## src/include/pmm_pkg.sv

```systemverilog
// package: constants, register map and modes of the power mode manager
package pmm_pkg;
  // ==========================================================
  // register bus
  localparam int ADDR_W = 8;
  localparam int DATA_W = 16;
  localparam logic [ADDR_W-1:0] ADDR_POWER_MODE_CONTROL = 8'h00;
  localparam logic [ADDR_W-1:0] ADDR_SUPPLY_MONITOR_CONTROL = 8'h08;
  localparam logic [ADDR_W-1:0] ADDR_ACTIVE_CLOCK_CONTROL = 8'h10;
  localparam logic [ADDR_W-1:0] ADDR_PERIPHERAL_CLOCK_POWERDOWN = 8'h14;
  localparam logic [ADDR_W-1:0] ADDR_RESET_CAUSE_STATUS = 8'h40;
  localparam logic [ADDR_W-1:0] ADDR_SRAM_RETENTION_CONTROL = 8'h78;
  localparam logic [ADDR_W-1:0] ADDR_SHUTDOWN_ACK = 8'h7c;
  // ==========================================================
  // fields and reset values
  localparam int SEL_W = 3;
  localparam int ACK_BIT = 3;
  localparam int MON_DIS_BIT = 1;
  localparam int MON_LOW_BIT = 0;
  localparam logic [SEL_W-1:0] SEL_FLEXI = 3'h0;
  localparam logic [SEL_W-1:0] SEL_HIBERNATE = 3'h5;
  localparam logic [SEL_W-1:0] SEL_SHUTDOWN = 3'h6;
  localparam logic [1:0] MON_CTRL_RESET = 2'h3;
  localparam logic RETAIN_RESET = 1'h1;
  localparam logic [7:0] CLK_DIV_RESET = 8'h00;
  localparam logic [7:0] PCLK_GATE_RESET = 8'h00;
  localparam logic [1:0] CAUSE_POR = 2'h1;
  localparam logic [1:0] CAUSE_SHUTDOWN_WAKE = 2'h2;
  // wake lines, and the three of them usable from shutdown
  localparam int WAKE_LINES = 9;
  localparam int SD_WAKE_A = 0;
  localparam int SD_WAKE_B = 1;
  localparam int SD_WAKE_C = 8;
  // ==========================================================
  // timing
  localparam int CLK_MHZ = 250;
  localparam int POR_HOLD_MS = 48;
  localparam int POR_HOLD_CYC = POR_HOLD_MS * 1000 * CLK_MHZ;
  localparam int FLEXI_WAKE_MAX_CYC = 5;
  localparam int HIB_WAKE_US = 10;
  localparam int HIB_WAKE_CYC = HIB_WAKE_US * CLK_MHZ;
  localparam int CORE_CLK_MHZ = 16;
  // ==========================================================
  // modes, one-hot
  typedef enum logic [5:0] {
    PMM_POR     = 6'h01,
    PMM_ACTIVE  = 6'h02,
    PMM_FLEXI   = 6'h04,
    PMM_HIB     = 6'h08,
    PMM_SHUT    = 6'h10,
    PMM_WAKE    = 6'h20
  } pmm_mode_t;
endpackage : pmm_pkg

```

## src/rtl/pmm_delay.sv

```systemverilog
// down counter that signals when a loaded delay has elapsed
`timescale 1ns/10ps
`default_nettype none
module pmm_delay #(
  parameter int CNT_W = 24
) (
  // clock and reset
  input wire logic clk_i,
  input wire logic rst_n_i,
  // control
  input wire logic load_i,
  input wire logic [CNT_W-1:0] count_i,
  output logic done_o
);
  typedef struct packed {
    logic [CNT_W-1:0] cnt;
    logic run;
  } pmm_dly_t;
  pmm_dly_t st_reg;
  pmm_dly_t st_next;

  // ==========================================================
  // counting; done is a level while the count is idle
  always_comb
  begin
    st_next = st_reg;
    if (load_i)
    begin
      st_next.cnt = count_i;
      st_next.run = 1'b1;
    end
    else if (st_reg.run)
    begin
      if (st_reg.cnt <= 1)
        st_next.run = 1'b0;
      else
        st_next.cnt = st_reg.cnt - 1'b1;
    end
  end

  always_ff @(posedge clk_i or negedge rst_n_i)
  begin
    if (!rst_n_i)
      st_reg <= '0;
    else
      st_reg <= st_next;
  end

  assign done_o = ~st_reg.run & ~load_i;
endmodule : pmm_delay
`default_nettype wire

```

## src/rtl/pmm_top.sv

```systemverilog
// power mode manager: mode sequencing, supply monitor, register file
//
// Functional notes
// - hold core reset about 48 ms after power-on
// - low supply raises nonmaskable interrupt
// - monitor disable bit suppresses interrupt
// - monitor off in shutdown, wakes hibernate/flexi
// - always start and wake into active
// - core clock 16 MHz, divider, gates
// - flexi: core light sleep, peripherals run
// - flexi wakes on any interrupt, five cycles
// - hibernate: fast oscillator and clocks off
// - hibernate: slow oscillator, watchdog, pins held
// - hibernate keeps all SRAM, or half
// - hibernate wakes on pin, timer, watchdog
// - regulators follow the mode automatically
// - shutdown: only pads kept, all off
// - shutdown wakes only on lines 0,1,8
// - shutdown wake acts as power-up
// - shutdown ack records waking line
// - mode field: 000, 101, 110
// - deep sleep ready ack at bit 3
//
// Decided for this implementation: the register offsets and strobed register access.
`timescale 1ns/10ps
`default_nettype none
module pmm_top
  import pmm_pkg::*;
#(
  parameter int POR_CYC = pmm_pkg::POR_HOLD_CYC,
  parameter int HIB_CYC = pmm_pkg::HIB_WAKE_CYC
) (
  // clock and reset
  input wire logic MCLK_I,
  input wire logic RESETN_I,
  // register port
  input wire logic [pmm_pkg::ADDR_W-1:0] ADDR_I,
  input wire logic [pmm_pkg::DATA_W-1:0] WDATA_I,
  input wire logic WR_I,
  input wire logic RD_I,
  output logic [pmm_pkg::DATA_W-1:0] RDATA_O,
  // core side
  input wire logic SLEEP_REQ_I,
  input wire logic DEEP_SLEEP_REQ_I,
  input wire logic CORE_DS_READY_I,
  input wire logic IRQ_ANY_I,
  input wire logic [pmm_pkg::WAKE_LINES-1:0] EXT_IRQ_I,
  input wire logic WAKE_TIMER_IRQ_I,
  input wire logic WATCHDOG_IRQ_I,
  input wire logic SUPPLY_LOW_I,
  output logic CORE_RESET_N_O,
  output logic CORE_CLK_EN_O,
  output logic CORE_DEEP_SLEEP_O,
  output logic SUPPLY_NMI_O,
  // clock, regulator and memory controls
  output logic FAST_OSC_EN_O,
  output logic SLOW_OSC_EN_O,
  output logic SYS_CLK_EN_O,
  output logic [7:0] CLK_DIV_O,
  output logic [7:0] PCLK_GATE_O,
  output logic HP_REG_EN_O,
  output logic LP_REG_EN_O,
  output logic SRAM_LOW_RET_O,
  output logic SRAM_HIGH_RET_O,
  output logic PAD_HOLD_O,
  output logic WATCHDOG_EN_O,
  output logic SUPPLY_MON_EN_O
);
  typedef struct packed {
    pmm_mode_t mode;
    logic [SEL_W-1:0] low_power_select;
    logic [1:0] monitor_ctrl;
    logic retain_all;
    logic [7:0] clk_div;
    logic [7:0] pclk_gate;
    logic [1:0] reset_cause;
    logic [2:0] shutdown_ack;
    logic [DATA_W-1:0] rdata;
    logic core_rst_n;
    logic core_clk;
    logic deep_sleep;
    logic nmi;
    logic fast_osc;
    logic slow_osc;
    logic sys_clk;
    logic hp_reg;
    logic lp_reg;
    logic sram_lo;
    logic sram_hi;
    logic pad_hold;
    logic mon_en;
    logic [2:0] fwake;
    logic dly_load;
    logic [31:0] dly_cnt;
  } pmm_state_t;

  pmm_state_t st_reg;
  pmm_state_t st_next;
  logic rst_s1_reg;
  logic rst_n;
  logic dly_done;
  logic sd_wake;

  // ==========================================================
  // reset release through two flops
  always_ff @(posedge MCLK_I or negedge RESETN_I)
  begin
    if (!RESETN_I)
    begin
      rst_s1_reg <= 1'b0;
      rst_n <= 1'b0;
    end
    else
    begin
      rst_s1_reg <= 1'b1;
      rst_n <= rst_s1_reg;
    end
  end

  // ==========================================================
  // delay counter for power-up and hibernate wake
  pmm_delay #(.CNT_W(32)) u_delay (
    .clk_i(MCLK_I),
    .rst_n_i(rst_n),
    .load_i(st_reg.dly_load),
    .count_i(st_reg.dly_cnt),
    .done_o(dly_done)
  );

  // only lines 0, 1 and 8 wake from shutdown
  assign sd_wake = EXT_IRQ_I[SD_WAKE_A] | EXT_IRQ_I[SD_WAKE_B] | EXT_IRQ_I[SD_WAKE_C];

  // ==========================================================
  // next state: registers, mode sequencing, outputs
  always_comb
  begin
    st_next = st_reg;
    st_next.dly_load = 1'b0;
    st_next.rdata = '0;
    // register writes
    if (WR_I)
    begin
      case (ADDR_I)
        ADDR_POWER_MODE_CONTROL: st_next.low_power_select = WDATA_I[SEL_W-1:0];
        ADDR_SUPPLY_MONITOR_CONTROL: st_next.monitor_ctrl[MON_DIS_BIT] = WDATA_I[MON_DIS_BIT];
        ADDR_ACTIVE_CLOCK_CONTROL: st_next.clk_div = WDATA_I[7:0];
        ADDR_PERIPHERAL_CLOCK_POWERDOWN: st_next.pclk_gate = WDATA_I[7:0];
        ADDR_SRAM_RETENTION_CONTROL: st_next.retain_all = WDATA_I[0];
        default: st_next.low_power_select = st_reg.low_power_select;
      endcase
    end
    // register reads; data stand one cycle later
    if (RD_I)
    begin
      case (ADDR_I)
        ADDR_POWER_MODE_CONTROL:
          st_next.rdata = {12'h000, CORE_DS_READY_I, st_reg.low_power_select};
        ADDR_SUPPLY_MONITOR_CONTROL: st_next.rdata = {14'h0000, st_reg.monitor_ctrl};
        ADDR_ACTIVE_CLOCK_CONTROL: st_next.rdata = {8'h00, st_reg.clk_div};
        ADDR_PERIPHERAL_CLOCK_POWERDOWN: st_next.rdata = {8'h00, st_reg.pclk_gate};
        ADDR_RESET_CAUSE_STATUS: st_next.rdata = {14'h0000, st_reg.reset_cause};
        ADDR_SRAM_RETENTION_CONTROL: st_next.rdata = {15'h0000, st_reg.retain_all};
        ADDR_SHUTDOWN_ACK: st_next.rdata = {13'h0000, st_reg.shutdown_ack};
        default: st_next.rdata = '0;
      endcase
    end
    // supply monitor: low indication is sampled live
    st_next.monitor_ctrl[MON_LOW_BIT] = SUPPLY_LOW_I;
    // mode sequencing
    case (st_reg.mode)
      PMM_POR:
      begin
        if (dly_done)
          st_next.mode = PMM_ACTIVE;
      end
      PMM_ACTIVE:
      begin
        if (SLEEP_REQ_I && !DEEP_SLEEP_REQ_I && st_reg.low_power_select == SEL_FLEXI)
          st_next.mode = PMM_FLEXI;
        else if (DEEP_SLEEP_REQ_I && CORE_DS_READY_I)
        begin
          if (st_reg.low_power_select == SEL_HIBERNATE)
            st_next.mode = PMM_HIB;
          else if (st_reg.low_power_select == SEL_SHUTDOWN)
            st_next.mode = PMM_SHUT;
        end
        st_next.fwake = '0;
      end
      PMM_FLEXI:
      begin
        // any interrupt or supply alarm wakes; core runs again next cycle
        if (IRQ_ANY_I || st_reg.nmi)
          st_next.mode = PMM_ACTIVE;
      end
      PMM_HIB:
      begin
        if (|EXT_IRQ_I || WAKE_TIMER_IRQ_I || WATCHDOG_IRQ_I || st_reg.nmi)
        begin
          st_next.mode = PMM_WAKE;
          st_next.dly_load = 1'b1;
          st_next.dly_cnt = 32'(HIB_CYC);
        end
      end
      PMM_SHUT:
      begin
        if (sd_wake)
        begin
          // behaves as a full power-up
          st_next.mode = PMM_POR;
          st_next.dly_load = 1'b1;
          st_next.dly_cnt = 32'(POR_CYC);
          st_next.reset_cause = CAUSE_POR;
          st_next.shutdown_ack = {EXT_IRQ_I[SD_WAKE_C], EXT_IRQ_I[SD_WAKE_B],
                                  EXT_IRQ_I[SD_WAKE_A]};
          st_next.low_power_select = SEL_FLEXI;
          st_next.clk_div = CLK_DIV_RESET;
          st_next.pclk_gate = PCLK_GATE_RESET;
          st_next.monitor_ctrl[MON_DIS_BIT] = MON_CTRL_RESET[MON_DIS_BIT];
          st_next.retain_all = RETAIN_RESET;
        end
      end
      PMM_WAKE:
      begin
        if (dly_done && !st_reg.dly_load)
          st_next.mode = PMM_ACTIVE;
      end
      default: st_next.mode = PMM_ACTIVE;
    endcase
    // per-mode resources, taken from the next mode so outputs move with it
    st_next.core_rst_n = (st_next.mode != PMM_POR) && (st_next.mode != PMM_SHUT);
    st_next.core_clk = (st_next.mode == PMM_ACTIVE);
    st_next.deep_sleep = (st_next.mode == PMM_HIB) || (st_next.mode == PMM_WAKE);
    st_next.fast_osc = (st_next.mode == PMM_ACTIVE) || (st_next.mode == PMM_FLEXI)
                       || (st_next.mode == PMM_POR);
    st_next.sys_clk = st_next.fast_osc;
    st_next.slow_osc = (st_next.mode != PMM_SHUT);
    st_next.hp_reg = st_next.fast_osc;
    st_next.lp_reg = st_next.deep_sleep;
    st_next.sram_lo = (st_next.mode != PMM_SHUT);
    st_next.sram_hi = (st_next.mode != PMM_SHUT)
                      && (!st_next.deep_sleep || st_reg.retain_all);
    st_next.pad_hold = st_next.deep_sleep || (st_next.mode == PMM_SHUT);
    st_next.mon_en = (st_next.mode != PMM_SHUT);
    // interrupt follows the next mode, so it never outlives the monitor's power
    st_next.nmi = SUPPLY_LOW_I & ~st_reg.monitor_ctrl[MON_DIS_BIT]
                  & (st_next.mode != PMM_SHUT) & (st_next.mode != PMM_POR);
  end

  // ==========================================================
  // state register; power-up delay starts right after release
  always_ff @(posedge MCLK_I or negedge rst_n)
  begin
    if (!rst_n)
    begin
      st_reg <= '0;
      st_reg.mode <= PMM_POR;
      st_reg.low_power_select <= SEL_FLEXI;
      st_reg.monitor_ctrl <= MON_CTRL_RESET;
      st_reg.retain_all <= RETAIN_RESET;
      st_reg.clk_div <= CLK_DIV_RESET;
      st_reg.pclk_gate <= PCLK_GATE_RESET;
      st_reg.reset_cause <= CAUSE_POR;
      st_reg.fast_osc <= 1'b1;
      st_reg.sys_clk <= 1'b1;
      st_reg.slow_osc <= 1'b1;
      st_reg.hp_reg <= 1'b1;
      st_reg.sram_lo <= 1'b1;
      st_reg.sram_hi <= 1'b1;
      st_reg.dly_load <= 1'b1;
      st_reg.dly_cnt <= 32'(POR_CYC);
    end
    else
      st_reg <= st_next;
  end

  // ==========================================================
  // outputs straight from the state register
  assign RDATA_O = st_reg.rdata;
  assign CORE_RESET_N_O = st_reg.core_rst_n;
  assign CORE_CLK_EN_O = st_reg.core_clk;
  assign CORE_DEEP_SLEEP_O = st_reg.deep_sleep;
  assign SUPPLY_NMI_O = st_reg.nmi;
  assign FAST_OSC_EN_O = st_reg.fast_osc;
  assign SLOW_OSC_EN_O = st_reg.slow_osc;
  assign SYS_CLK_EN_O = st_reg.sys_clk;
  assign CLK_DIV_O = st_reg.clk_div;
  assign PCLK_GATE_O = st_reg.pclk_gate;
  assign HP_REG_EN_O = st_reg.hp_reg;
  assign LP_REG_EN_O = st_reg.lp_reg;
  assign SRAM_LOW_RET_O = st_reg.sram_lo;
  assign SRAM_HIGH_RET_O = st_reg.sram_hi;
  assign PAD_HOLD_O = st_reg.pad_hold;
  assign WATCHDOG_EN_O = st_reg.slow_osc;
  assign SUPPLY_MON_EN_O = st_reg.mon_en;
endmodule : pmm_top
`default_nettype wire

```

## config.mk

```make
export PLATFORM = sky130hd
export DESIGN_NAME = pmm_top
export DESIGN_NICKNAME = d
export VERILOG_FILES = /design/src/include/pmm_pkg.sv /design/src/rtl/pmm_delay.sv /design/src/rtl/pmm_top.sv
export SDC_FILE = /design/constraint.sdc
export NUM_CORES = 1
export LEC_CHECK = 0
export BUFFER_PORTS_ARGS = -buffer_cell sky130_fd_sc_hd__buf_4
export CORE_AREA = 2 2 93 95
export DETAILED_ROUTE_END_ITERATION = 10
export DIE_AREA = 0 0 95 97
export PLACE_DENSITY = 0.92
export SYNTH_ARGS = -nofsm -noshare
export SYNTH_HDL_FRONTEND = slang
export SYNTH_SLANG_ARGS = --single-unit
```

## constraint.sdc

```tcl
create_clock -name MCLK_I -period 4.8 [get_ports MCLK_I]
set_clock_uncertainty 0.05 [all_clocks]
set_input_delay 1.44 -clock MCLK_I [delete_from_list [all_inputs] [get_ports MCLK_I]]
set_output_delay 1.44 -clock MCLK_I [all_outputs]
set_load 0.05 [all_outputs]
```

# Word level (Yosys, flattened, before mapping)
# Index checks and enable logic that the tools add are counted.
# word_totals
reg_bits,124
input_bits,44
output_inout_bits,46
elab_cells,114
# classes
add_sub_neg,1
n_lt_le_gt_ge,1
eq_ne,25
n_mux,29
bitwise_logic,9
n_reduce_logical,26
# ops
operator,n
$mux W33,4
$pmux W33 S2,1
$pmux W8 S7,1
$mux W6,8
$mux W22,2
$pmux W6 S6,1
$le A32 B1 Y1 const B,1
$mux W32,1
$sub A32 B1 Y32 const B,1
$eq A8 B7 Y1 const B,3
$mux W8,3
$mux W17,1
$eq A8 B5 Y1 const B,2
$eq A6 B1 Y1 const B,2
$eq A6 B2 Y1 const B,2
$eq A6 B3 Y1 const B,2
$eq A6 B4 Y1 const B,2
$eq A6 B5 Y1 const B,2
$eq A6 B6 Y1 const B,2
$mux W10,1
$logic_or A1 B1 Y1,9
$reduce_or A9 Y1,1
$eq A8 B4 Y1 const B,1
$logic_not A8 Y1,1
other kinds (16),37

# Longest topological paths before layout
# Gate-level depths: netlist of run 1.
# logic_depth
depth_word,11
ltp_mapped,10
mapped_depth_nobuf,7

# Cells and area by module
# From an unflattened synthesis of run 1, not the netlist that was laid out.
# hier_totals
hier_cells,525
hier_area_um2,5076.1
# modules_own_cells
mod,instances,cells_per_inst,area_each_um2,seq_area_each_um2
pmm_top,1,280,2841.5,1363.8
pmm_delay,1,245,2234.6,825.8

# Worst setup path before layout of run 1
# OpenSTA, ideal clock, no wires.
# synth_path
path_type,input-to-reg
startpoint,in EXT_IRQ_I[1] in the netlist's numbering
endpoint,reg st_reg (netlist bit SRAM_HIGH_RET_O)
setup_ps,82
arrival_ps,2956
t_required_ps,4668
path_slack_ps,1712
stages,5
path_buffers,0
path_cell_list,or3_1 nand4_1 o21ai_0 or3b_2 a211o_1
# synth_rtl
element,line,text
from (decl),pmm_top.sv:47,"input wire logic [pmm_pkg::WAKE_LINES-1:0] EXT_IRQ_I,"
to (signal assigned),pmm_top.sv:273,st_reg <= st_next;
to (decl),pmm_top.sv:97,pmm_state_t st_reg;

==> results list, run 1 <==
- The flow ran to the end, and the final reports show no timing, DRC or antenna violations.
- The number of global-route vias before repair is 4111.
- Buffers inserted during clock tree synthesis total 9.
- Count of endpoints failing hold in the final timing report: 0
* Area of the die: 0.00922 mm^2
- Summing the areas of all and, or, nand and nor instances in the mapped netlist gives 29.4% of the synthesized area.
* Half-perimeter wire length after placement: 8230 um
- The most used flip-flop cell after synthesis is sky130_fd_sc_hd__dfrtp_1.
- The clock passes through at most 2 buffers.
* Drt initial violations: 380
* Clock transition at the registers of the reported paths: ~90 ps
- Routability-driven placement finished with a final weighted congestion of 0.890.
- Gate count of the mapped netlist: 524
* Total Negative Setup Slacks: 0 ps
- Number of enable flip-flop cells after synthesis: 0
* Number of antenna repair diodes: 0
- Dividing the detail-routed wire length by the instance count gives ~18 um.
- List of cells traversed by the critical path: buf_4 -> or3_1 -> nand4_1 -> o21ai_0 -> or3b_2 -> a211o_1
- Fill cell count: 588
* Number of antenna violations at the first check in global routing: 0
* Pwr/cell area: about 360 mW/mm^2
- Launching point of the worst reg2reg path: u_delay.st_reg[16]
- Dominant combinational cell family by area after synthesis: simple AND/OR/NAND/NOR gates
- The first global-routing pass estimated 19500 um of wire.
- Vertical die dimension: 97 um
- Before antenna repair, the detailed router went through 6 iterations.
* Setup repair bufs after CTS: 0
- Largest fanout of any net on the critical path: 9
- The initialized floorplan defines 33 standard-cell rows.
- Post-detailed-route DRC marker count: 0
- On the critical path the largest part of the delay comes from simple AND/OR/NAND/NOR gates.
- During synthesis, Yosys emitted a total of 0 warnings.
- Entering global routing, the biggest net connects 86 pins.
* Quantity of gates resized following cts: 0
- Clock tree synthesis selected as its root buffer the cell sky130_fd_sc_hd__clkbuf_8.
- In the final layout, the share of cells above drive strength 1 is 22.5%.
- Timing would allow up to about 0.32 GHz.
* Number of flip-flops in the largest register: 33
* Reg-to-reg setup timing slack: 1900 ps
- Maximum level of the CTS H-tree: 3
- Dividing the detail-routed via count by the number of cells gives ~6.5.
- Post-placement worst setup slack: 1280 ps
- Summing the areas of all xor and xnor instances in the mapped netlist gives 0.905% of the synthesized area.
* Complex-gate fraction of the synthesized area: 13.5%
* Arithmetic-cell share of the synthesized area counting full adders, half adders and majority gates: less than 1%
* Sort of element at the end of the critical path: register
* Cell area after synthesis: 0.00484 mm^2
* Count of buffers inserted at the top-level ports: 73
* Core Box Area: 0.00813 mm^2
- Worst setup SP type: input port
* Clock net sink count: 87
- Of the synthesized area, sequential elements account for about 45%.
- Counting flops with an async set or reset pin after synthesis yields a share of between 90% and 100%.
- Global routing used 26.5% of the available tracks.
- Crit path setup slack, layout: between 1500 and 2000 ps
- On the worst path, the slowest cell contributes a delay of 550 ps.
- STA puts the critical path data required time at 5050 ps.
- Master of the slowest instance on the critical path: sky130_fd_sc_hd__or3b_2
- Layout-stage area growth over the synthesis result: 11.9%
* Buffers & Inverters on Critical Path: 1
- Worst-Margin Slew: about 1100 ps
- For this block, the routed nets add up to ~12000 um of wire.
* Arrival time of data at the critical path endpoint: 3410 ps
- Clock latency on the worst-skew pair, taken at its later pin, is around 370 ps.
* TritonCTS clock tree: built
- For this design, the CTS-stage hold fixing added 0 buffers.
- Yosys mapped the design onto 60 distinct sky130hd cell types.
- Critical path class: in -> reg
- Final number of max-transition violations: 0
* Path class of the lowest-slack min-delay path: reg -> reg
* Final net count: 605
- Leakage power of the design: ~2.4 nW
- Unrepaired setup endpoints after global routing: no
* Via count of the routed design: between 4000 and 5000
- Dividing the synthesized area by the synthesized cell count gives approximately 9.2 um^2.
* Antenna viol nets, final: 0
- In the finished design, the share of the clock period the worst path needs comes to 65.9%.
* Chip Width: 95 um
- Starting density of the core: 59.5%
- I/O pin count: 90
- Measured against the total synthesized area, the mux share comes to 1.84%.
- Synthesized flop and latch total: a little under 90
- Total setup violations reported at the end of the flow: 0
* Worst ir drop on vdd: 0.357 mV
- The tool flagged a number of max-cap violations equal to 0.
* Remaining max-slew budget at the tightest pin: 29.9%
- Remaining global-route overflow: 0
- The startpoint identified for the worst hold timing path is rst_s1_reg.
- Tracing the worst setup path back leads to its startpoint at EXT_IRQ_I[1].
* Final Critical Period: between 3000 and 4000 ps
[synth_stat cells (6+ instances only)]
| library cell | count | area [um^2] |
|---|---|---|
| sky130_fd_sc_hd__dfrtp_1 | 77 | 1930 |
| sky130_fd_sc_hd__nand2_1 | 56 | 210 |
| sky130_fd_sc_hd__a21oi_1 | 47 | 235 |
| sky130_fd_sc_hd__buf_4 | 39 | 293 |
| sky130_fd_sc_hd__nand3_1 | 34 | 170 |
| sky130_fd_sc_hd__nor2_1 | 28 | 105 |
| sky130_fd_sc_hd__clkbuf_1 | 18 | 67.6 |
| sky130_fd_sc_hd__o21ai_0 | 15 | 75.1 |
| sky130_fd_sc_hd__nand4_1 | 14 | 87.6 |
| sky130_fd_sc_hd__or3_1 | 13 | 81.3 |
| sky130_fd_sc_hd__nor3_1 | 12 | 60.1 |
| sky130_fd_sc_hd__nor4_1 | 12 | 75.1 |
| sky130_fd_sc_hd__or4_1 | 12 | 90.1 |
| sky130_fd_sc_hd__dfstp_2 | 10 | 263 |
| sky130_fd_sc_hd__inv_1 | 10 | 37.5 |
| sky130_fd_sc_hd__nor2b_1 | 10 | 62.6 |
| sky130_fd_sc_hd__o31ai_1 | 10 | 75.1 |
| sky130_fd_sc_hd__or2_2 | 8 | 50.1 |
| sky130_fd_sc_hd__nand3b_1 | 7 | 52.6 |
| sky130_fd_sc_hd__a22oi_1 | 6 | 45.0 |
| sky130_fd_sc_hd__and2_1 | 6 | 37.5 |
| sky130_fd_sc_hd__nand2b_1 | 6 | 37.5 |
[final timing paths]
kind,end,cells after the start
min in group asynchronous,u_delay.st_reg[4],0
max,SRAM_HIGH_RET_O,6
min,rst_n,0
min reg2reg,rst_n,0
max in group asynchronous,u_delay.st_reg[14],0
max reg2reg,u_delay.st_reg[16],5
[metrics by stage]
step,power (mW),utilization [%],area [um^2],hold WS [ps],std cells
detailed placement,1.39,63.8,5190,287,653
global route,2.05,66.6,5410,329,669
global placement,1.37,63.8,5190,287,653
finish,1.96,66.6,5410,308,669
CTS,1.96,66.6,5410,310,669
floorplan,1.27,-,4870,281,531
[cell families after synthesis]
group	after synthesis
flip-flops	87
AO/OA/AOI/OAI	105
buffers and inverters	68
XOR/XNOR	5
other	2
multiplexers	8
adder cells (fa/ha/maj)	2
AND/OR/NAND/NOR	247
[report_power, final]
group          internal (mW)  total [mW]  switching [mW]
Combinational          0.181       0.494           0.313
Sequential             0.806       0.893          0.0876
Clock                  0.297       0.573           0.276
Total                   1.28        1.96           0.677
[cell usage in the layout, fill, tap and decap left out, types with 7 or more instances in the layout]
cell                       instances
sky130_fd_sc_hd__o21ai_0          15
sky130_fd_sc_hd__or2_2             8
sky130_fd_sc_hd__clkbuf_8          9
sky130_fd_sc_hd__nand4_1          14
sky130_fd_sc_hd__buf_4            75
sky130_fd_sc_hd__o31ai_1          10
sky130_fd_sc_hd__nand3_1          34
sky130_fd_sc_hd__or4_1            12
sky130_fd_sc_hd__inv_1            10
sky130_fd_sc_hd__nor2_1           28
sky130_fd_sc_hd__or3_1            13
sky130_fd_sc_hd__dfrtp_1          76
sky130_fd_sc_hd__a21oi_1          47
sky130_fd_sc_hd__conb_1            9
sky130_fd_sc_hd__dfstp_2          10
sky130_fd_sc_hd__nor3_1           12
sky130_fd_sc_hd__nand2_1          56
sky130_fd_sc_hd__nand3b_1          7
sky130_fd_sc_hd__nor4_1           12
sky130_fd_sc_hd__nor2b_1          10
[cell type report]
type | count | area (um^2) | area share, %
inverter | 10 | 37.5 | 0.693
clock inverter | 6 | 93.8 | 1.73
sequential | 87 | 2190 | 40.5
timing repair buffer | 75 | 563 | 10.4
multi-input combinational | 376 | 2270 | 41.9
clock buffer | 10 | 128 | 2.36
tap | 105 | 131 | 2.43
[worst register-to-register path, stage by stage (launching register included)]
cell and delay (ps):
sky130_fd_sc_hd__dfrtp_1 430, sky130_fd_sc_hd__or4_4 620, sky130_fd_sc_hd__nor4_1 510, sky130_fd_sc_hd__and4_1 700, sky130_fd_sc_hd__nor4b_1 160, sky130_fd_sc_hd__mux2_2 310
[layer usage]
layer / up-vias / wire length (um) / track usage, %
met5: - / 0 / 0
met4: 0 / 367 / 12.3
met3: 48 / 987 / 3.58
met2: 275 / 5880 / 42.8
met1: 2078 / 4540 / 35.2
li1: 1938 / - / -
Power figures use the tool's default switching activity.
==> run 2, diff against run 1 <==
CORE_AREA = 2 2 101 103   (was 2 2 93 95)
DIE_AREA = 0 0 103 105   (was 0 0 95 97)
PLACE_DENSITY = 0.84   (was 0.92)
clock period = 2.7 ns   (was 4.8 ns; I/O delays follow)
==> run 2 against run 1 <==
- combinational power rose by 78%
- power rose by 72%
- wire length is 0.87% lower
- clock power rose by 57%
- hold slack lost 160 ps
- die area increased by 17%
- critical path type is now reg -> reg
- critical endpoint is now u_delay.st_reg[20]
==> results list, run 2 (synthesis results as in run 1) <==
- DR WL/cell: 16.4 um (-6.9%)
- The number of max-slew violations in the final report is 0 (unchanged).
- Number of antenna violations at the first check in global routing: 0 (unchanged)
* Total iterations of the first detailed-routing run: 6 (unchanged)
* Detailed-route vias per instance: 5.92 (-8.7%)
- Number of flip-flops in the largest register: 33 (unchanged)
- Layout-stage area growth over the synthesis result: 14.3%
- The initial cell density of the core came to 50.2% (-9.3 points).
* Via count of the routed design: 4217 (-2.8%)
- The critical path is of the reg -> reg type.
- Largest fanout of any net on the critical path: 5 (-4)
- The library cell used most frequently in the layout, excluding fill and tap cells, is sky130_fd_sc_hd__buf_4.
- The startpoint identified for the worst register-to-register timing path is u_delay.st_reg[16].
* TritonCTS buffer count: 9 (unchanged)
* Buffers from clock root to sink, at most: 2 (unchanged)
* Worst ir drop on vdd: 0.482 mV (+35%)
- TritonCTS clock tree: built
- Core Box Area: 0.00964 mm^2 (+19%)
* Pwr/cell area: 609 mW/mm^2 (+68%)
- Final Critical Period: 2520 ps
* Worst setup SP type: register
* Final net count: 620 (+2.5%)
- The largest net degree at the start of global routing is 86 (unchanged).
- The routed wire length came to 11700 um (-0.87%).
- The remaining antenna violation count came to 0 (unchanged).
- The die height was 105 um (+8.2%).
* Clock transition at the registers of the reported paths: 100 ps (about the same)
* Reg-to-reg critical path endpoint: u_delay.st_reg[20]
- Area of the die: 0.0108 mm^2 (+17%)
- Clock net sink count: 87 (unchanged)
- The post-detailed-placement cell area is 0.00534 mm^2 (+2.8%).
* Number of hold buffers added after cts: 0 (unchanged)
* Total number of placement rows: 36 (+9.1%)
- The final worst setup slack came to 177 ps (-1460 ps).
- The min-delay analysis places its worst path in the category in -> async.
* Run status: finished clean
- Met3 wire len: 713 um (-28%)
- Total routing resource utilization after global routing: 22.0% (-4.5 points)
- The register-to-register path setup slack came to 180 ps (-1720 ps).
- The count of maximum capacitance violations is 0 (unchanged).
- Setup repair bufs after CTS: 0 (unchanged)
- Remaining max-slew budget at the tightest pin: 28.4% (-1.5 points)
- Most used cells in the layout excluding fill and tap cells: sky130_fd_sc_hd__buf_4 (90), sky130_fd_sc_hd__dfrtp_1 (76), sky130_fd_sc_hd__nand2_1 (56), sky130_fd_sc_hd__a21oi_1 (47), sky130_fd_sc_hd__nand3_1 (34)
- The routability congestion estimate came to 0.907 (+2.0%).
- The number of failing setup endpoints in the final timing report is 0 (unchanged).
* Max Clk Rate: 0.396 GHz
- Chip Width: 103 um (+8.4%)
- The placed wire-length estimate came to 8410 um (+2.1%).
* Clock latency reported for the late side of the worst-skew pair: 370 ps (about the same)
- The number of global-route vias before repair is 4162 (+1.2%).
- Post-layout power: 3.37 mW (+72%)
- Share of cells above drive strength 1: 24.7% (+2.2 points)
- CP required: 2950 ps (-2100 ps)
- Quantity of gates resized following cts: 0 (unchanged)
- Setup repair after global routing left no endpoint under its margin.
- Drt initial violations: 242 (-36%)
- The arrival time of data at the critical path endpoint came to 2770 ps (-640 ps).
- The detailed-routing wirelength on met1 was 4850 um (+7.0%).
- Number of antenna repair diodes: 0 (unchanged)
- The number of cell instances on the worst register-to-register path came to 5 (unchanged).
* I/O pin count: 90 (unchanged)
- Worst-Margin Slew: 1070 ps (+22.9 ps)
* Cell at the root of the clock tree: sky130_fd_sc_hd__clkbuf_8
- Final instance area: 0.00553 mm^2 (+2.2%)
- Count of endpoints failing hold in the final timing report: 0 (unchanged)
- Global-route wire length before repair: 19200 um (-1.8%)
- The sum of met2 wire segment lengths after detailed routing came to 5840 um (-0.78%).
- The worst path uses 93.4% of the clock period.
- Signal routing reaches up to met4.
* Post-placement worst setup slack: 182 ps (-1100 ps)
- Sort of element at the end of the critical path: register
- The count of input and output buffers is 73 (unchanged).
- The total leakage power was 2.44 nW (+2.7%).
- The number of H-tree levels came to 3 (unchanged).
- The global-route congestion overflow total was 0 (unchanged).
- The total negative setup slack came to 0 ps (unchanged).
* Post-detailed-route DRC marker count: 0 (unchanged)
## run 2: changes by cell type in the layout (fill, tap and decap cells not counted), sizes merged
cell | previous run | this run
clkbuf | 10 | 11
bufinv | 2 | 0
clkinv | 2 | 1
inv | 11 | 12
buf | 75 | 90
clkinvlp | 1 | 2
## run 2: through the flow
stage / instances / hold WS, ps / util (%)
floorplan: 531 / 281 / -
global placement: 696 / 288 / 55.4
detailed placement: 696 / 312 / 55.4
CTS: 712 / 143 / 57.4
global route: 712 / 143 / 57.4
finish: 712 / 150 / 57.4
## run 2: worst max path at each step
stage / start / depth (start not counted) / endpoint
6_report: u_delay.st_reg[16] / 5 / u_delay.st_reg[20]
5_1_grt: u_delay.st_reg[2] / 7 / u_delay.st_reg[31]
4_1_cts: u_delay.st_reg[16] / 5 / u_delay.st_reg[20]
3_5_place_dp: ADDR_I[1] / 7 / CLK_DIV_O[5]
3_3_place_gp: ADDR_I[1] / 7 / CLK_DIV_O[4]
2_1_floorplan: rst_n / 0 / CLK_DIV_O[0]
## run 2: final cells by class
class,instances,area (um^2)
inverters,10,37.5
flip-flops and latches,87,2190
fillers,825,4110
clock buffers,11,151
repair buffers,90,676
well taps,133,166
multi-input cells,376,2270
clock inverters,5,40.0
## run 2: report_power, final
group	internal [mW]	total (mW)	switching (mW)	leakage (nW)
Clock	0.393	0.901	0.508	0.0939
Sequential	1.43	1.59	0.157	1.11
Combinational	0.330	0.877	0.548	1.24
Total	2.15	3.37	1.21	2.44
## run 2: per-layer routing
metal | vias to the layer above | global-route usage (%)
met5 | - | 0
met2 | 166 | 36.4
met3 | 25 | 3.14
li1 | 1971 | -
met1 | 2055 | 28.5
met4 | 0 | 9.30
## run 2: critical path, stage by stage (launching register included)
cell	delay, ps
sky130_fd_sc_hd__dfrtp_1	430
sky130_fd_sc_hd__or4_4	600
sky130_fd_sc_hd__or4_4	540
sky130_fd_sc_hd__nor4_2	480
sky130_fd_sc_hd__o21ai_0	180
sky130_fd_sc_hd__a21oi_1	170
